$ cat src/rtl/scsm_regs.vh
/*
 Constants of the serial controller SPI master: mode code, word size, divider and FIFO figures.
 Assumes inclusion by bare name from the design files of this block; definitions only.
*/
// Function
// - Controller acts only as master and shifts exactly eight-bit words.
// - Serial rate is 24 MHz over two times (linear+1) times two to exponent.
// - Linear and exponent fields take 0 to 15, giving 12 Mbps to 22.9 bps.
// - Polarity, phase and order bits shape the frame; order one means LSB first.
// - Bytes pass through separate four-entry transmit and receive FIFOs.
// - Transmit idle clears on write to empty FIFO, sets when all shifted out.
// - Transmit space clears when FIFO full, sets once one byte shifts out.
// - Receive valid is set while the receive FIFO holds an unread byte.
// - With four unread bytes, new bytes drop, overflow flag and overrun event raised; the code drops only at six (FIFO plus two-entry buffer).
// - DMA overrun error shows only after receive FIFO drains; FIFO event immediate.
// - DMA error clears only by channel reset bit or loading an unloaded buffer.
// - A byte is received only while a byte is being transmitted.
// - Empty FIFO with repeat on: resend last byte or busy token 0xFF.
// - Each automatic byte start counts as transmit underrun and raises its flag.
// - With automatic transmission off, reception stops and held bytes remain.
// - Events on rising idle, space, valid; falling DMA active; overrun; underrun.
`ifndef SCSM_REGS_VH
`define SCSM_REGS_VH
`define SCSM_MODE_SPI      2'h2
`define SCSM_WORD_BITS     8
`define SCSM_BUSY_TOKEN    8'hFF
`define SCSM_LAST_EDGE     4'hF
`define SCSM_FIFO_DEPTH    4
`define SCSM_BUF_DEPTH     2
`define SCSM_REF_RATE_MHZ  9'h018
`define SCSM_CORE_RATE_MHZ 9'h0FA
`define SCSM_HALF_WIDTH    20
`endif

$ cat src/rtl/scsm_fifo.v
/*
 Synchronous FIFO with valid and ready on both sides and registered full and empty.
 Assumes one clock, a synchronous reset and a flush from the owner.
*/
`timescale 1ns/1ns
module scsm_fifo #(
	parameter WIDTH = 8,
	parameter DEPTH = 4,
	parameter AW    = 2
) (
	input  wire             core_clk,
	input  wire             reset,
	input  wire             clk_en,
	input  wire             flush,
	input  wire             in_valid,
	input  wire [WIDTH-1:0] in_data,
	output wire             in_ready,
	output wire             out_valid,
	input  wire             out_ready,
	output wire [WIDTH-1:0] out_data
);
	reg  [WIDTH-1:0] mem [0:DEPTH-1];
	reg  [AW-1:0]    wr_ptr_reg;
	reg  [AW-1:0]    rd_ptr_reg;
	reg  [AW:0]      count_reg;
	reg  [AW:0]      count_next;
	reg              full_reg;
	reg              empty_reg;
	wire             push;
	wire             pop;
	assign push      = in_valid & ~full_reg;
	assign pop       = out_ready & ~empty_reg;
	assign in_ready  = ~full_reg;
	assign out_valid = ~empty_reg;
	assign out_data  = mem[rd_ptr_reg];
	// Full and empty come from the next count so a producer never sees stale room.
	always @*
	begin
		count_next = count_reg;
		if (push & ~pop)
			count_next = count_reg + {{AW{1'b0}}, 1'b1};
		else if (pop & ~push)
			count_next = count_reg - {{AW{1'b0}}, 1'b1};
	end
	always @(posedge core_clk)
	begin
		if (reset | (clk_en & flush))
		begin
			wr_ptr_reg <= {AW{1'b0}};
			rd_ptr_reg <= {AW{1'b0}};
			count_reg  <= {(AW+1){1'b0}};
			full_reg   <= 1'b0;
			empty_reg  <= 1'b1;
		end
		else if (clk_en)
		begin
			if (push)
			begin
				mem[wr_ptr_reg] <= in_data;
				wr_ptr_reg      <= (wr_ptr_reg == DEPTH - 1) ? {AW{1'b0}} : wr_ptr_reg + {{(AW-1){1'b0}}, 1'b1};
			end
			if (pop)
				rd_ptr_reg <= (rd_ptr_reg == DEPTH - 1) ? {AW{1'b0}} : rd_ptr_reg + {{(AW-1){1'b0}}, 1'b1};
			count_reg <= count_next;
			full_reg  <= (count_next == DEPTH);
			empty_reg <= (count_next == {(AW+1){1'b0}});
		end
	end
endmodule // scsm_fifo

$ cat src/rtl/scsm_clkdiv.v
/*
 Serial clock divider: a 24 MHz reference tick made from the core clock, then a half-bit timer.
 Assumes a 250 MHz core clock; the timer restarts whenever run is low.
*/
`timescale 1ns/1ns
`include "scsm_regs.vh"
module scsm_clkdiv (
	input  wire       core_clk,
	input  wire       reset,
	input  wire       clk_en,
	input  wire       run,
	input  wire [3:0] divider_linear,
	input  wire [3:0] divider_exponent,
	output reg        half_tick
);
	reg  [8:0]                  acc_reg;
	reg  [`SCSM_HALF_WIDTH-1:0] half_cnt_reg;
	wire [8:0]                  acc_sum;
	wire                        ref_tick;
	wire [`SCSM_HALF_WIDTH-1:0] half_target;
	// The reference tick jitters by one core cycle; the average rate is exact.
	assign acc_sum     = acc_reg + `SCSM_REF_RATE_MHZ;
	assign ref_tick    = (acc_sum >= `SCSM_CORE_RATE_MHZ);
	assign half_target = {{(`SCSM_HALF_WIDTH-4){1'b0}}, divider_linear} + {{(`SCSM_HALF_WIDTH-1){1'b0}}, 1'b1};
	always @(posedge core_clk)
	begin
		if (reset)
		begin
			acc_reg      <= 9'h000;
			half_cnt_reg <= {`SCSM_HALF_WIDTH{1'b0}};
			half_tick    <= 1'b0;
		end
		else if (clk_en)
		begin
			half_tick <= 1'b0;
			if (!run)
			begin
				acc_reg      <= 9'h000;
				half_cnt_reg <= {`SCSM_HALF_WIDTH{1'b0}};
			end
			else
			begin
				acc_reg <= ref_tick ? acc_sum - `SCSM_CORE_RATE_MHZ : acc_sum;
				if (ref_tick)
				begin
					if (half_cnt_reg + {{(`SCSM_HALF_WIDTH-1){1'b0}}, 1'b1} == (half_target << divider_exponent))
					begin
						half_cnt_reg <= {`SCSM_HALF_WIDTH{1'b0}};
						half_tick    <= 1'b1;
					end
					else
						half_cnt_reg <= half_cnt_reg + {{(`SCSM_HALF_WIDTH-1){1'b0}}, 1'b1};
				end
			end
		end
	end
endmodule // scsm_clkdiv

$ cat src/rtl/scsm_master.v
/*
 Serial controller in SPI master mode: FIFOs, serializer, status flags and event pulses.
 Assumes a DMA engine or software on the same clock at the FIFO ports and DMA buffer flags.
*/
`timescale 1ns/1ns
`include "scsm_regs.vh"
module scsm_master (
	input  wire       core_clk,
	input  wire       reset,
	input  wire       clk_en,
	input  wire [1:0] serial_ctrl_function_select,
	input  wire       master_enable_bit,
	input  wire       bit_order_select,
	input  wire       clock_phase_select,
	input  wire       clock_polarity_select,
	input  wire       auto_tx_enable,
	input  wire       repeat_or_token_select,
	input  wire [3:0] divider_linear,
	input  wire [3:0] divider_exponent,
	input  wire       tx_wr_valid,
	input  wire [7:0] tx_wr_data,
	output reg        tx_wr_ready,
	output reg        rx_rd_valid,
	output reg  [7:0] rx_rd_data,
	input  wire       rx_rd_ready,
	input  wire       receive_overflow_clear,
	input  wire [1:0] tx_buffer_active_flags,
	input  wire [1:0] rx_buffer_active_flags,
	input  wire [1:0] dma_channel_reset_bits,
	input  wire       tx_buffer_load,
	input  wire       rx_buffer_load,
	input  wire       controller_data_in,
	output reg        controller_data_out,
	output reg        spi_clk_out,
	output reg        transmit_idle_flag,
	output reg        transmit_space_flag,
	output reg        receive_valid_flag,
	output reg        receive_overflow_flag,
	output reg        tx_dma_error,
	output reg        rx_dma_error,
	output reg        tx_idle_event,
	output reg        tx_space_event,
	output reg        rx_valid_event,
	output reg        tx_buffer_done_event,
	output reg        rx_buffer_done_event,
	output reg        receive_overrun_irq,
	output reg        transmit_underrun_irq_flag
);
	localparam ST_IDLE  = 2'b01;
	localparam ST_SHIFT = 2'b10;

	// ---------------------------------------------------------------
	// Helpers
	// ---------------------------------------------------------------
	function [7:0] shift_in;
		input [7:0] sr;
		input       lsb_first;
		input       bit_in;
		begin
			shift_in = lsb_first ? {bit_in, sr[7:1]} : {sr[6:0], bit_in};
		end
	endfunction

	function out_bit;
		input [7:0] sr;
		input       lsb_first;
		begin
			out_bit = lsb_first ? sr[0] : sr[7];
		end
	endfunction

	reg  [1:0] st_reg;
	reg  [3:0] edge_cnt_reg;
	reg  [7:0] tx_sr_reg;
	reg  [7:0] rx_sr_reg;
	reg  [7:0] last_byte_reg;
	reg        din_meta_reg;
	reg        din_sync_reg;
	reg        rx_push_reg;
	reg        ovf_pending_reg;
	reg  [1:0] tx_act_prev_reg;
	reg  [1:0] rx_act_prev_reg;
	wire       enabled;
	wire       half_tick;
	wire       leading;
	wire       do_sample;
	wire       do_shift;
	wire       tx_valid;
	wire [7:0] tx_data;
	wire       tx_pop;
	wire       rx_fifo_ready;
	wire       rx_fifo_valid;
	wire [7:0] rx_fifo_data;
	wire       buf_ready;
	wire       buf_valid;
	wire [7:0] buf_data;
	wire       tx_ready;
	wire       overrun;
	wire       idle_next;
	wire       valid_next;

	assign enabled   = (serial_ctrl_function_select == `SCSM_MODE_SPI) & master_enable_bit;
	assign leading   = ~edge_cnt_reg[0];
	assign do_sample = half_tick & (leading ^ clock_phase_select);
	assign do_shift  = half_tick & (clock_phase_select ? (leading & (edge_cnt_reg != 4'h0))
		: (~leading & (edge_cnt_reg != `SCSM_LAST_EDGE)));
	assign tx_pop    = enabled & st_reg[0] & tx_valid;
	assign overrun   = rx_push_reg & ~rx_fifo_ready;
	assign idle_next = ~tx_valid & st_reg[0];
	assign valid_next = rx_fifo_valid | buf_valid;

	// ---------------------------------------------------------------
	// FIFOs and output buffer
	// ---------------------------------------------------------------
	// Leaving the SPI mode flushes both FIFOs; this is the reinitialisation path.
	scsm_fifo #(.WIDTH(`SCSM_WORD_BITS), .DEPTH(`SCSM_FIFO_DEPTH), .AW(2)) u_tx_fifo (
		.core_clk (core_clk),
		.reset    (reset),
		.clk_en   (clk_en),
		.flush    (~enabled),
		.in_valid (tx_wr_valid & tx_wr_ready),
		.in_data  (tx_wr_data),
		.in_ready (tx_ready),
		.out_valid(tx_valid),
		.out_ready(tx_pop),
		.out_data (tx_data)
	);

	scsm_fifo #(.WIDTH(`SCSM_WORD_BITS), .DEPTH(`SCSM_FIFO_DEPTH), .AW(2)) u_rx_fifo (
		.core_clk (core_clk),
		.reset    (reset),
		.clk_en   (clk_en),
		.flush    (~enabled),
		.in_valid (rx_push_reg),
		.in_data  (rx_sr_reg),
		.in_ready (rx_fifo_ready),
		.out_valid(rx_fifo_valid),
		.out_ready(buf_ready),
		.out_data (rx_fifo_data)
	);

	// The small buffer holds words while the reader stalls, so none is dropped there.
	scsm_fifo #(.WIDTH(`SCSM_WORD_BITS), .DEPTH(`SCSM_BUF_DEPTH), .AW(1)) u_rx_buf (
		.core_clk (core_clk),
		.reset    (reset),
		.clk_en   (clk_en),
		.flush    (~enabled),
		.in_valid (rx_fifo_valid),
		.in_data  (rx_fifo_data),
		.in_ready (buf_ready),
		.out_valid(buf_valid),
		.out_ready(rx_rd_ready & rx_rd_valid),
		.out_data (buf_data)
	);

	scsm_clkdiv u_clkdiv (
		.core_clk        (core_clk),
		.reset           (reset),
		.clk_en          (clk_en),
		.run             (st_reg[1]),
		.divider_linear  (divider_linear),
		.divider_exponent(divider_exponent),
		.half_tick       (half_tick)
	);

	// ---------------------------------------------------------------
	// Serializer
	// ---------------------------------------------------------------
	always @(posedge core_clk)
	begin
		if (reset)
		begin
			din_meta_reg <= 1'b0;
			din_sync_reg <= 1'b0;
		end
		else if (clk_en)
		begin
			din_meta_reg <= controller_data_in;
			din_sync_reg <= din_meta_reg;
		end
	end

	always @(posedge core_clk)
	begin
		if (reset)
		begin
			st_reg                     <= ST_IDLE;
			edge_cnt_reg               <= 4'h0;
			tx_sr_reg                  <= 8'h00;
			rx_sr_reg                  <= 8'h00;
			last_byte_reg              <= 8'h00;
			rx_push_reg                <= 1'b0;
			transmit_underrun_irq_flag <= 1'b0;
			controller_data_out        <= 1'b0;
			spi_clk_out                <= 1'b0;
		end
		else if (clk_en)
		begin
			rx_push_reg                <= 1'b0;
			transmit_underrun_irq_flag <= 1'b0;
			controller_data_out        <= out_bit(tx_sr_reg, bit_order_select);
			case (st_reg)
				ST_IDLE:
				begin
					spi_clk_out  <= clock_polarity_select;
					edge_cnt_reg <= 4'h0;
					if (enabled & tx_valid)
					begin
						tx_sr_reg     <= tx_data;
						last_byte_reg <= tx_data;
						st_reg        <= ST_SHIFT;
					end
					else if (enabled & auto_tx_enable)
					begin
						tx_sr_reg                  <= repeat_or_token_select ? last_byte_reg : `SCSM_BUSY_TOKEN;
						transmit_underrun_irq_flag <= 1'b1;
						st_reg                     <= ST_SHIFT;
					end
				end
				ST_SHIFT:
				begin
					if (!enabled)
						st_reg <= ST_IDLE;
					else if (half_tick)
					begin
						spi_clk_out  <= ~spi_clk_out;
						edge_cnt_reg <= edge_cnt_reg + 4'h1;
						if (do_sample)
							rx_sr_reg <= shift_in(rx_sr_reg, bit_order_select, din_sync_reg);
						if (do_shift)
							tx_sr_reg <= shift_in(tx_sr_reg, bit_order_select, 1'b0);
						if (edge_cnt_reg == `SCSM_LAST_EDGE)
						begin
							rx_push_reg <= 1'b1;
							st_reg      <= ST_IDLE;
						end
					end
				end
				default:
					st_reg <= ST_IDLE;
			endcase
		end
	end

	// ---------------------------------------------------------------
	// Flags, DMA errors and events
	// ---------------------------------------------------------------
	// Overflow set wins over a clear in the same cycle.
	always @(posedge core_clk)
	begin
		if (reset)
		begin
			tx_wr_ready           <= 1'b0;
			rx_rd_valid           <= 1'b0;
			rx_rd_data            <= 8'h00;
			transmit_idle_flag    <= 1'b1;
			transmit_space_flag   <= 1'b1;
			receive_valid_flag    <= 1'b0;
			receive_overflow_flag <= 1'b0;
			ovf_pending_reg       <= 1'b0;
			tx_dma_error          <= 1'b0;
			rx_dma_error          <= 1'b0;
			tx_idle_event         <= 1'b0;
			tx_space_event        <= 1'b0;
			rx_valid_event        <= 1'b0;
			tx_buffer_done_event  <= 1'b0;
			rx_buffer_done_event  <= 1'b0;
			receive_overrun_irq   <= 1'b0;
			tx_act_prev_reg       <= 2'h0;
			rx_act_prev_reg       <= 2'h0;
		end
		else if (clk_en)
		begin
			// Ready rests one cycle after each take because it is registered from the full flag and so trails a write by one cycle.
			tx_wr_ready         <= tx_ready & enabled & ~(tx_wr_valid & tx_wr_ready);
			rx_rd_valid         <= buf_valid & ~(rx_rd_valid & rx_rd_ready);
			rx_rd_data          <= buf_data;
			transmit_idle_flag  <= idle_next & ~tx_pop;
			transmit_space_flag <= tx_ready;
			receive_valid_flag  <= valid_next;
			tx_idle_event       <= idle_next & ~tx_pop & ~transmit_idle_flag;
			tx_space_event      <= tx_ready & ~transmit_space_flag;
			rx_valid_event      <= valid_next & ~receive_valid_flag;
			tx_act_prev_reg     <= tx_buffer_active_flags;
			rx_act_prev_reg     <= rx_buffer_active_flags;
			tx_buffer_done_event <= |(tx_act_prev_reg & ~tx_buffer_active_flags);
			rx_buffer_done_event <= |(rx_act_prev_reg & ~rx_buffer_active_flags);
			receive_overrun_irq  <= overrun;
			if (overrun)
				receive_overflow_flag <= 1'b1;
			else if (receive_overflow_clear)
				receive_overflow_flag <= 1'b0;
			if (overrun & (|rx_buffer_active_flags))
				ovf_pending_reg <= 1'b1;
			else if (dma_channel_reset_bits[1] | rx_buffer_load | (ovf_pending_reg & ~valid_next & ~rx_rd_valid))
				ovf_pending_reg <= 1'b0;
			if (ovf_pending_reg & ~valid_next & ~rx_rd_valid)
				rx_dma_error <= 1'b1;
			else if (dma_channel_reset_bits[1] | rx_buffer_load)
				rx_dma_error <= 1'b0;
			if (transmit_underrun_irq_flag & (|tx_buffer_active_flags))
				tx_dma_error <= 1'b1;
			else if (dma_channel_reset_bits[0] | tx_buffer_load)
				tx_dma_error <= 1'b0;
		end
	end
endmodule // scsm_master

$ cat config.mk
export PLATFORM = sky130hd
export DESIGN_NAME = scsm_master
export DESIGN_NICKNAME = d
export VERILOG_FILES = /design/src/rtl/scsm_fifo.v /design/src/rtl/scsm_clkdiv.v /design/src/rtl/scsm_master.v
export VERILOG_INCLUDE_DIRS = /design/src /design/src/rtl
export SDC_FILE = /design/constraint.sdc
export NUM_CORES = 1
export LEC_CHECK = 0
export ABC_AREA = 0
export BUFFER_PORTS_ARGS = -buffer_cell sky130_fd_sc_hd__buf_4
export CORE_ASPECT_RATIO = 1.1
export CORE_MARGIN = 4
export CORE_UTILIZATION = 50
export DETAILED_ROUTE_END_ITERATION = 16
export PLACE_DENSITY_LB_ADDON = 0.15
export SYNTH_ARGS = -nofsm -noshare
export SYNTH_HDL_FRONTEND = slang
export SYNTH_SLANG_ARGS = --single-unit
$ cat constraint.sdc
create_clock -name core_clk -period 4.87 [get_ports core_clk]
set_input_delay 0.7305 -clock core_clk [delete_from_list [all_inputs] [get_ports core_clk]]
set_output_delay 0.7305 -clock core_clk [all_outputs]
set_load 0.02 [all_outputs]
---- Word-level counts from Yosys, hierarchy flattened ----
Memory sizes are Yosys's and may differ from the RTL's. A register that Yosys moved wholly into a read port is not among the register bits.
Index checks and enable logic that the tools add are counted.
operators by class
  $add $sub $neg .......................... 17
  $mul .................................... 0
  divide/modulo/power cells ............... 0
  order comparisons ....................... 1
  equal/unequal tests ..................... 20
  shift-type cells ........................ 1
  muxes and demuxes ....................... 74
  bitwise operators ....................... 68
  reductions and logical operators ........ 28
operators with widths
  cell                   number
  $mux 8                 8
  $mux 20                3
  $and 1x1->1            36
  $mux 1                 36
  $mux 2                 15
  $not 1->1              22
  $add 20x1->20 const B  1
  $eq 20x20->1           1
  $reduce_and 2->1       10
  $shl 20x4->20          1
  $mux 9                 2
  $pmux 8 s2             1
  $eq 2x2->1 const B     7
  $mux 3                 4
  $add 2x1->2 const B    5
  $reduce_bool 2->1      5
  $add 9x5->9 const B    1
  $ge 9x8->1 const B     1
  $sub 9x8->9 const B    1
  $mux 4                 2
  $pmux 4 s2             1
  $reduce_and 4->1       2
  $reduce_or 2->1        4
  $add 3x1->3 const B    2
  other kinds (25)       38
storage, ports and cells
  flip-flop bits (word level) ............. 109
  bits in latches ......................... 0
  bits in writable memories ............... 80
  memory bits (read-only) ................. 0
  input bits .............................. 39
  output and inout port bits .............. 25
  word-level logic and storage cells ...... 258
  memories ................................ 3
memories
  memory         words  bits a word  rd ports  clocked after memory_dff  write ports  RTL line        RTL
  u_rx_fifo.mem  4      8            1         1                         1            scsm_fifo.v:22  reg [WIDTH-1:0] mem [0:DEPTH-1];
  u_tx_fifo.mem  4      8            1         1                         1            scsm_fifo.v:22
  u_rx_buf.mem   2      8            1         1                         1            scsm_fifo.v:22

---- Logic depth before layout (Yosys ltp) ----
Gate-level depths: netlist (run 1).
  depth in word-level cells ............... 9
  gate-level depth with buffers ........... 13
  depth with buffers taken out ............ 11

---- By module ----
Synthesis (run 1) repeated with hierarchy kept, for this count alone.
unflattened totals
  cells, all modules ...................... 1020
  area total of the unflattened synthesis .. 10308.6 um^2
by module, submodules not included
  module                 instances  cells each  area each (um^2)  seq. area each (um^2)
  scsm_master            1          330         3040.4            1261.2
  scsm_clkdiv            1          366         2655.0            580.6
  scsm_fifo (u_rx_fifo)  1          124         1820.5            1181.1
  scsm_fifo (u_tx_fifo)  1          124         1816.7            1181.1
  scsm_fifo (u_rx_buf)   1          76          975.9             620.6

---- Worst setup path after synthesis (run 1) ----
No wires, ideal clock.
  kind .................................... input to register
  start point ............................. in divider_exponent[0]
  end point ............................... reg u_clkdiv.half_cnt_reg[14]
  setup time .............................. 0.122 ns
  arrival time ............................ 3.274 ns
  required time ........................... 4.748 ns
  slack ................................... 1.474 ns
  stages .................................. 11
  buffers on the path ..................... 1
  path through ............................ clkbuf_1 nand4b_1 a21oi_1 nor2_1 o31ai_1 nor2_1 or4_1 a2111oi_4 a211o_2 nor3b_1 a221o_1
between the ends
  word-level cells in the longest chain between the ends .. 5
RTL lines
  element               RTL line          RTL
  start, declared       scsm_master.v:19  input wire [3:0] divider_exponent,
  $shl 20x4->20         scsm_clkdiv.v:46  if (half_cnt_reg + {{(`SCSM_HALF_WIDTH-1){1'b0}}, 1'b1} == (half_target << divider_exponent))
  $eq 20x20->1          scsm_clkdiv.v:46
  $mux 20               scsm_clkdiv.v:46
  $mux 20               scsm_clkdiv.v:44  if (ref_tick)
  $mux 20               scsm_clkdiv.v:36  if (!run)
  end signal, assigned  scsm_clkdiv.v:39  half_cnt_reg <= {`SCSM_HALF_WIDTH{1'b0}};
  end signal, assigned  scsm_clkdiv.v:48  half_cnt_reg <= {`SCSM_HALF_WIDTH{1'b0}};
  end signal, assigned  scsm_clkdiv.v:52  half_cnt_reg <= half_cnt_reg + {{(`SCSM_HALF_WIDTH-1){1'b0}}, 1'b1};
  end, declared         scsm_clkdiv.v:17  reg [`SCSM_HALF_WIDTH-1:0] half_cnt_reg;
Every way passes these cells. The select of a mux whose other input is x is not followed.
A chain may end at the register's enable or synchronous reset.

---- Final worst setup path (run 1) ----
  start point ............................. reg u_clkdiv.half_cnt_reg[12]
  end point ............................... reg u_clkdiv.half_cnt_reg[14]
between the ends
  word-level cells in the longest chain between the ends .. 5
RTL lines
  element                 RTL line                            RTL
  start signal, assigned  scsm_clkdiv.v:30                    half_cnt_reg <= {`SCSM_HALF_WIDTH{1'b0}};
  start signal, assigned  scsm_clkdiv.v:39
  start signal, assigned  scsm_clkdiv.v:48
  $add 20x1->20 *         scsm_clkdiv.v:46, scsm_clkdiv.v:52
  $eq 20x20->1            scsm_clkdiv.v:46
  $mux 20 *               scsm_clkdiv.v:46
  $mux 20 *               scsm_clkdiv.v:44
  $mux 20 *               scsm_clkdiv.v:36
Mark *: on every way between the ends. The rest lies on a longest branch, timed or not. The select of a mux whose other input is x is not followed.

==> impl_metrics.json, run 1 <==
{
  "synth-main-ff-cell": "dfxtp_1",
  "fp.dieW_um": 141,
  "drtIter0Drc": 445,
  "synth_area_mm2": 0.00977,
  "hp-class": "reg -> reg",
  "overflow": 0,
  "layout-drive-gt1-share_pct": 13.0,
  "clock_sinks": 200,
  "clk_pin_slew_worst_paths_ps": 80,
  "drt-vias-per-instance": 5.55,
  "layout_common_cells": "nor2_1 (145), dfxtp_1 (120), edfxtp_1 (80)",
  "grtUsageTotal_pct": 18.7,
  "ys_ff_latch": 200,
  "rsz0062_at_grt": "false",
  "clock_path_buffers": 2,
  "holdBufCountCts": 0,
  "ant_nets": 0,
  "critPathMaxStageDelay_ps": 550,
  "path_cells": "nand4_1 > or3_1 > or3_4 > xnor2_1 > mux2i_1 > or4_4 > a2111oi_4 > a211o_2 > nor3b_1 > a221o_1",
  "relSlewSlack_pct": 29.1,
  "grt_max_degree": 50,
  "drt_wl_total_mm": 19.8,
  "cp-end-kind": "flop",
  "clk_latency_ps": 440,
  "drcViolationCount": 0,
  "seq_area_frac_synth_pct": 49.2,
  "cp_top_family": "simple AND/OR/NAND/NOR gates",
  "synth.avg_cell_area_um2": 9.86,
  "final_common_cell": "nor2_1",
  "cts_buffers": 17,
  "pin_count": 64,
  "antenna_found_initial": 0,
  "start_kind": "flop",
  "fp.dieArea_mm2": 0.0218,
  "slowest_stage": "or4_4",
  "hpwl_mm": 13.9,
  "synth_edf_count": 80,
  "syn_nets": 1050,
  "period_share_pct": 74.8,
  "grt_first_pass_wirelength_mm": 33.8,
  "diodes": 0,
  "root_buffer": "clkbuf_16",
  "cap_viol_max_count": 0,
  "ir_worst_vdd_v": 0.000246,
  "fmax_mhz": 274,
  "numPortBuffers": 63,
  "total_power_mw": 3.33,
  "cts_tree": "done",
  "syn2layout_area_growth_pct": 12.0,
  "ys_types": 72,
  "p_leak_nw": 4.05,
  "fillers": 1703,
  "fin_nets": 1083,
  "syn_inst": 991,
  "post_cts_buffers": 0,
  "setup_viol": 0,
  "routedWlPerCell_um": 15.4,
  "drtPass1Iterations": 6,
  "cp.required_ps": 5190,
  "die_y_um": 155,
  "grt_pass1_vias": 6816,
  "worstSetupPathType": "reg -> reg",
  "vias": 7130,
  "cts_repair_resize_count": 0,
  "post-route-min-period_ps": 3640,
  "cts-htree-levels": 4,
  "initial_utilization_pct": 51.0,
  "crit_fanout": 13,
  "skew_ps": 19.9,
  "row_count": 53,
  "final_max_slew_viol_count": 0,
  "power.density_mw_per_mm2": 304,
  "hold_violations": 0,
  "worst_pin_slew_ps": 1060,
  "crit_arrival_ps": 3960,
  "place_congestion": 0.832,
  "synth_warnings": 0,
  "synthArstFlopShare_pct": 0,
  "outcome": "finished, final reports clean",
  "core_area_mm2": 0.0192,
  "setup_tns_ps": 0,
  "cp_num_buf_inv": 0
}
-- report_power, final --
part           leakage [nW]  internal, mW  switching [mW]
combinational          1.96        0.0899           0.132
sequential             1.82          1.75          0.0138
clock                 0.273         0.676           0.670
-- synthesized netlist by cell type, types with 6 or more instances --
cell / count / area, um^2
a211oi_1: 30 / 225
o211ai_1: 12 / 90.1
xor2_1: 19 / 166
xnor2_1: 30 / 263
nand2b_1: 8 / 50.1
nor3_1: 31 / 155
mux4_2: 16 / 360
and2_1: 14 / 87.6
a21o_1: 6 / 45.0
nand3b_1: 7 / 52.6
dfxtp_1: 120 / 2400
or2_2: 8 / 50.1
nor2_1: 145 / 544
ha_1: 20 / 250
a22oi_1: 12 / 90.1
inv_1: 37 / 139
nand4_1: 6 / 37.5
and3_1: 6 / 37.5
edfxtp_1: 80 / 2400
o21ai_0: 26 / 130
a31oi_1: 13 / 81.3
buf_1: 8 / 30.0
mux2i_1: 45 / 450
nand2_1: 75 / 282
nor4_1: 9 / 56.3
nand3_1: 27 / 135
clkbuf_1: 45 / 169
a21oi_1: 51 / 255
-- path summary, 6_finish.rpt --
path | depth (start not counted) | slack, ps | end | start
setup reg to reg | 10 | 1230 | u_clkdiv.half_cnt_reg[14] | u_clkdiv.half_cnt_reg[12]
setup / recovery | 10 | 1230 | u_clkdiv.half_cnt_reg[14] | u_clkdiv.half_cnt_reg[12]
hold reg to reg | 2 | 460 | receive_overflow_flag | receive_overflow_flag
hold / removal | 2 | 460 | receive_overflow_flag | receive_overflow_flag
-- stage by stage --
step                util, %  setup WS, ps  instance area [um^2]  hold slack (ps)  cells
floorplan                 -          1470                  9770              448    991
global placement       54.2           966                 10400              449   1252
detailed placement     54.2           902                 10400              450   1252
CTS                    57.1          1230                 10900              465   1284
global route           57.1          1030                 10900              482   1284
finish                 57.1          1230                 10900              461   1284
-- logic make-up after synthesis --
logic type / after synthesis / synth area share [%]
and+or+nand+nor: 364 / 17.6
AOI/OAI and AO/OA: 200 / 14.1
DFF: 200 / 49.2
buffers and inverters: 96 / 3.80
muxes: 62 / 8.41
xor gates and xnor gates: 49 / 4.39
adders and majority gates: 20 / 2.56
-- routing by layer --
layer	GRT usage [%]	part of all wire [%]	vias to the layer above
met5	0	0	-
met4	5.17	1.1	0
met3	3.18	4.0	18
met2	30.2	47	140
met1	26.2	47	3307
li1	-	-	3665
-- final cells by class --
cell class / instances / area [um^2] / area share, %
Sequential cell: 200 / 4800 / 43.9
Multi-Input combinational cell: 695 / 4590 / 42.0
Timing Repair Buffer: 71 / 533 / 4.87
Clock buffer: 17 / 425 / 3.89
Tap cell: 247 / 309 / 2.82
Inverter: 39 / 146 / 1.34
Clock inverter: 15 / 129 / 1.18
-- worst register-to-register path, cell delays in order (launching register included) --
cell and delay, ps:
dfxtp_1 490, nand4_1 200, or3_1 450, or3_4 360
xnor2_1 280, mux2i_1 140, or4_4 560, a2111oi_4 380
a211o_2 350, nor3b_1 80, a221o_1 260
(Power assumes the default switching activity.)
==> run 2: changes to the inputs <==
ABC_AREA = 1   (was 0)
clock period = 3.15 ns   (was 4.87 ns; I/O delays follow)
==> impl_metrics.json, run 2 <==
{
  "fin_nets": 1351,
  "final_common_cell": "nand2_1",
  "initial_utilization_pct": 51.3,
  "holdWs_ps": 232,
  "layout-drive-gt1-share_pct": 14.8,
  "grtUsageTotal_pct": 19.6,
  "synthArstFlopShare_pct": 0,
  "worstSetupPathType": "reg -> reg",
  "drt-vias-per-instance": 5.17,
  "setup_tns_ps": 0,
  "core_area_mm2": 0.0193,
  "period_share_pct": 87.3,
  "layout_common_cells": "nand2_1 (264), inv_1 (133), nor2_1 (128)",
  "synth.avg_cell_area_um2": 8.00,
  "synth_top_cell_by_area": "dfxtp_1",
  "root_buffer": "clkbuf_16",
  "synth-main-ff-cell": "dfxtp_1",
  "seq_area_frac_synth_pct": 48.6,
  "syn_inst": 1236,
  "final_area_mm2": 0.0112,
  "cp-end-kind": "flop",
  "ir_worst_vdd_v": 0.000353,
  "fp.dieW_um": 142,
  "holdBufCountCts": 0,
  "synth_edf_count": 80,
  "synth_top_cell_area_share_pct": 24.3,
  "vias": 8019,
  "row_count": 53,
  "grt_max_degree": 45,
  "crit_arrival_ps": 3060,
  "place_area_mm2": 0.0106,
  "pin_count": 64,
  "synth_area_leaders": "dfxtp_1 (24%), edfxtp_1 (24%), nand2_1 (10%)",
  "post-route-min-period_ps": 2750,
  "drt_wl_total_mm": 21.1,
  "fin_util_pct": 58.1,
  "cts-htree-levels": 4,
  "cts_repair_resize_count": 0,
  "yosys.cell_count.top_type": "nand2_1",
  "clk_latency_ps": 440,
  "cp.required_ps": 3460,
  "power.density_mw_per_mm2": 474,
  "clock_path_buffers": 2,
  "start_kind": "flop",
  "outcome": "finished, final reports clean",
  "antenna_found_initial": 0,
  "ys_ff_latch": 200,
  "synth_area_mm2": 0.00989,
  "cts_tree": "done",
  "post_cts_buffers": 0,
  "place_congestion": 0.879,
  "routedWlPerCell_um": 13.6,
  "skew_ps": 16.9,
  "synth_warnings": 0,
  "diodes": 0,
  "fmax_mhz": 364,
  "drtPass1Iterations": 5,
  "hpwl_mm": 15.2,
  "fp.dieArea_mm2": 0.0221,
  "cap_viol_max_count": 0,
  "drcViolationCount": 0,
  "use_met2_pct": 34.8,
  "rsz0062_at_grt": "false",
  "syn_nets": 1295,
  "met3_usage_pct": 3.25,
  "clock_sinks": 200,
  "grt.busiest_layer": "met2",
  "total_power_mw": 5.32,
  "p_leak_nw": 4.43,
  "crit_fanout": 20,
  "final_max_slew_viol_count": 0,
  "ant_nets": 0,
  "grt_first_pass_wirelength_mm": 35.4,
  "grt_pass1_vias": 7428,
  "synth_common_cells": "nand2_1 (264), inv_1 (133), nor2_1 (128)",
  "setup_viol": 0,
  "die_y_um": 156,
  "gr-usage-met1_pct": 24.3,
  "hp-class": "in -> reg",
  "cts_buffers": 17,
  "drtIter0Drc": 404,
  "hold_violations": 0,
  "ys_types": 44,
  "overflow": 0,
  "relSlewSlack_pct": 57.9,
  "clk_pin_slew_worst_paths_ps": 80,
  "fillers": 1725,
  "syn2layout_area_growth_pct": 13.4,
  "worst_pin_slew_ps": 631,
  "numPortBuffers": 63
}
[run 2: changes by cell type after synthesis, moves of 23 or more]
cell | previous run | this run
a211oi_1 | 30 | 2
inv_1 | 37 | 133
mux2i_1 | 45 | 0
nand2_1 | 75 | 264
nand2_2 | 1 | 26
nand3_1 | 27 | 67
o21ai_0 | 26 | 92
xnor2_1 | 30 | 7
[run 2: cells by family after synthesis]
kind of cell             synth area share [%]
AO/OA/AOI/OAI                            14.8
buffers and inverters                    7.41
adder cells (fa/ha/maj)                  2.53
flip-flops                               48.6
XOR/XNOR                                 2.11
AND/OR/NAND/NOR                          24.6
[run 2: through the flow]
step                      instances  setup slack, ps
final                          1552              399
after global routing           1552              160
after CTS                      1552              391
after detailed placement       1520              415
after global placement         1520              424
after floorplan                1236              731
[run 2: final timing paths]
check	to	slack, ps	cells past startpoint	start
setup / recovery	u_clkdiv.half_cnt_reg[6]	400	15	u_clkdiv.half_cnt_reg[0]
hold / removal	u_tx_fifo.mem[3][3]	230	1	tx_wr_data[3]
setup reg to reg	u_clkdiv.half_cnt_reg[6]	400	15	u_clkdiv.half_cnt_reg[0]
hold reg to reg	u_clkdiv.acc_reg[1]	450	1	u_clkdiv.acc_reg[1]
[run 2: area by class of cell]
| type | count | area (um^2) | share of cell area (%) |
|---|---|---|---|
| Multi-Input combinational cell | 846 | 4360 | 38.8 |
| Clock inverter | 14 | 154 | 1.37 |
| Tap cell | 247 | 309 | 2.76 |
| Clock buffer | 18 | 429 | 3.83 |
| Inverter | 144 | 541 | 4.82 |
| Timing Repair Buffer | 83 | 623 | 5.56 |
| Sequential cell | 200 | 4800 | 42.8 |
[run 2: where the power goes]
group,switching [mW],internal [mW],total (mW)
combinational,0.297,0.157,0.454
sequential,0.0295,2.73,2.76
clock,1.05,1.06,2.11
[run 2: layer usage]
layer | part of all wire (%) | wire [um]
met5 | 0 | 0
met3 | 3.1 | 653
met4 | 2.0 | 431
met2 | 50 | 10600
met1 | 45 | 9420
[run 2: worst max-delay path: stages (launching register included)]
cell	delay (ps)
dfxtp_1	460
ha_1	330
nand2_2	100
nor2_4	160
nand2_4	90
nor2_4	130
xor2_2	200
inv_1	60
nand2_1	60
nand2_1	50
nor2_1	120
nand3_1	100
nor2_2	130
nand2_2	390
nand2_2	180
a21oi_2	60
==> run 3: changes to the inputs <==
CORE_UTILIZATION = 35   (was 50)
MAX_ROUTING_LAYER = met4   (was default)
clock period = 3 ns   (was 3.15 ns; I/O delays follow)
==> impl_metrics.json, run 3 (synthesis gave the netlist of run 2 again) <==
{
  "total_power_mw": 5.78,
  "final-seq-area_mm2": 0.00480,
  "cp-end-kind": "flop",
  "cts_tree": "done",
  "grtUsageTotal_pct": 15.6,
  "min_to": "u_tx_fifo.mem[3][4]",
  "place_congestion": 0.852,
  "grt_first_pass_wirelength_mm": 38.5,
  "multi_input_area_mm2": 0.00436,
  "clk_latency_ps": 440,
  "skew_ps": 12.9,
  "worst_r2r_path_depth": 16,
  "relSlewSlack_pct": 56.0,
  "antenna_found_initial": 0,
  "post-route-min-period_ps": 2500,
  "r2r_start": "u_clkdiv.half_cnt_reg[0]",
  "power.density_mw_per_mm2": 506,
  "fmax_mhz": 399,
  "reg2reg_to": "u_clkdiv.half_cnt_reg[12]",
  "hp-class": "in -> reg",
  "period_share_pct": 83.4,
  "start_kind": "flop",
  "layoutNonFillerInstCount": 1671,
  "ir_worst_vdd_v": 0.000277,
  "setup_tns_ps": 0,
  "fillers": 2872,
  "fp.dieW_um": 168,
  "syn2layout_area_growth_pct": 15.6,
  "critPathMaxStageDelay_ps": 440,
  "row_count": 64,
  "root_buffer": "clkbuf_16",
  "fp.dieArea_mm2": 0.0310,
  "drtIter0Drc": 393,
  "crit_top_cell": "nand2_2",
  "grt_pass1_vias": 7848,
  "fin_util_pct": 41.0,
  "outcome": "finished, final reports clean",
  "core_area_mm2": 0.0279,
  "hp-start": "tx_wr_data[4]",
  "whs_path_depth": 1,
  "placedCellCount": 1639,
  "rsz0062_at_grt": "false",
  "hpwl_mm": 16.7,
  "holdBufCountCts": 0,
  "cp.required_ps": 3300,
  "layout_common_cells": "nand2_1 (264), inv_1 (133), nor2_1 (128)",
  "pin_count": 64,
  "crit_arrival_ps": 2800,
  "clock_path_buffers": 2,
  "hold_violations": 0,
  "post_cts_buffers": 0,
  "initial_utilization_pct": 35.5,
  "crit_fanout": 12,
  "r2r_slack_ps": 500,
  "path_cells": "ha_1 > nand2_2 > nor2_4 > nand2_4 > nor2_4 > xor2_2 > inv_1 > nand2_1 > nand2_1 > nor2_1 > nand3_1 > nor2_2 > nand2_2 > buf_4 > nand2_2 > a21oi_2",
  "final_max_slew_viol_count": 0,
  "drt-vias-per-instance": 4.78,
  "final_common_cell": "nand2_1",
  "cap_viol_max_count": 0,
  "drcViolationCount": 0,
  "worstSetupPathType": "reg -> reg",
  "setup_viol": 0,
  "cts_buffers": 17,
  "grt_max_degree": 48,
  "worst_pin_slew_ps": 661,
  "drt_wl_total_mm": 23.0,
  "cts-htree-levels": 4,
  "layout-drive-gt1-share_pct": 15.1,
  "holdWs_ps": 213,
  "numPortBuffers": 63,
  "clk_pin_slew_worst_paths_ps": 80,
  "overflow": 0,
  "die_y_um": 184,
  "cts_repair_resize_count": 0,
  "p_leak_nw": 4.45,
  "fin_nets": 1354,
  "diodes": 0,
  "ant_nets": 0,
  "drtPass1Iterations": 4,
  "vias": 7981,
  "slowest_stage": "dfxtp_1",
  "routedWlPerCell_um": 13.8,
  "clock_sinks": 200
}
-- run 3: changes by cell type in the layout (fill, tap and decap cells not counted), sizes merged --
cell and delta:
clkbuf -1, inv +3, buf +3, clkinvlp +2
clkinv -4
-- run 3: report_power, final --
part | total, mW | switching, mW | internal (mW)
Combinational | 0.482 | 0.315 | 0.167
Clock | 2.41 | 1.24 | 1.17
Sequential | 2.89 | 0.0319 | 2.86
-- run 3: worst max-delay path by stage --
stage	from	to	cells past startpoint
after floorplan	master_enable_bit	u_rx_buf.mem[1][0]	7
after global placement	divider_linear[0]	u_clkdiv.half_cnt_reg[12]	16
after detailed placement	divider_linear[0]	u_clkdiv.half_cnt_reg[12]	16
after CTS	u_clkdiv.half_cnt_reg[0]	u_clkdiv.half_cnt_reg[12]	16
after global routing	u_clkdiv.half_cnt_reg[0]	u_clkdiv.half_cnt_reg[9]	16
final	u_clkdiv.half_cnt_reg[0]	u_clkdiv.half_cnt_reg[12]	16
-- run 3: through the flow --
stage / instance area, um^2 / worst slack (ps)
3_5_place_dp: 10800 / 495
2_1_floorplan: 9890 / 604
6_report: 11400 / 497
3_3_place_gp: 10800 / 528
4_1_cts: 11400 / 479
5_1_grt: 11400 / 160
-- run 3: critical path, delay by kind of cell (launching register included) --
kind / cells / cell delay, ps
xor gates and xnor gates: 1 / 200
adders and majority gates: 1 / 320
and+or+nand+nor: 11 / 1070
AOI/OAI and AO/OA: 1 / 40
DFF: 1 / 440
buffers and inverters: 2 / 260
-- run 3: routing by layer --
metal / track usage [%] / routed length (um) / share of wire [%] / vias to the layer above
li1: - / - / - / 4239
met1: 18.7 / 10700 / 46 / 3642
met2: 27.1 / 11500 / 50 / 79
met3: 2.53 / 530 / 2.3 / 21
met4: 4.35 / 361 / 1.6 / 0
met5: - / 0 / 0 / -
-- run 3: layout make-up --
| type | instances | share of cell area, % |
|---|---|---|
| clock inverter | 15 | 1.81 |
| tap | 363 | 3.97 |
| clock buffer | 17 | 3.72 |
| multi-input combinational | 846 | 38.1 |
| inverter | 144 | 4.73 |
| sequential | 200 | 42.0 |
| timing repair buffer | 86 | 5.65 |
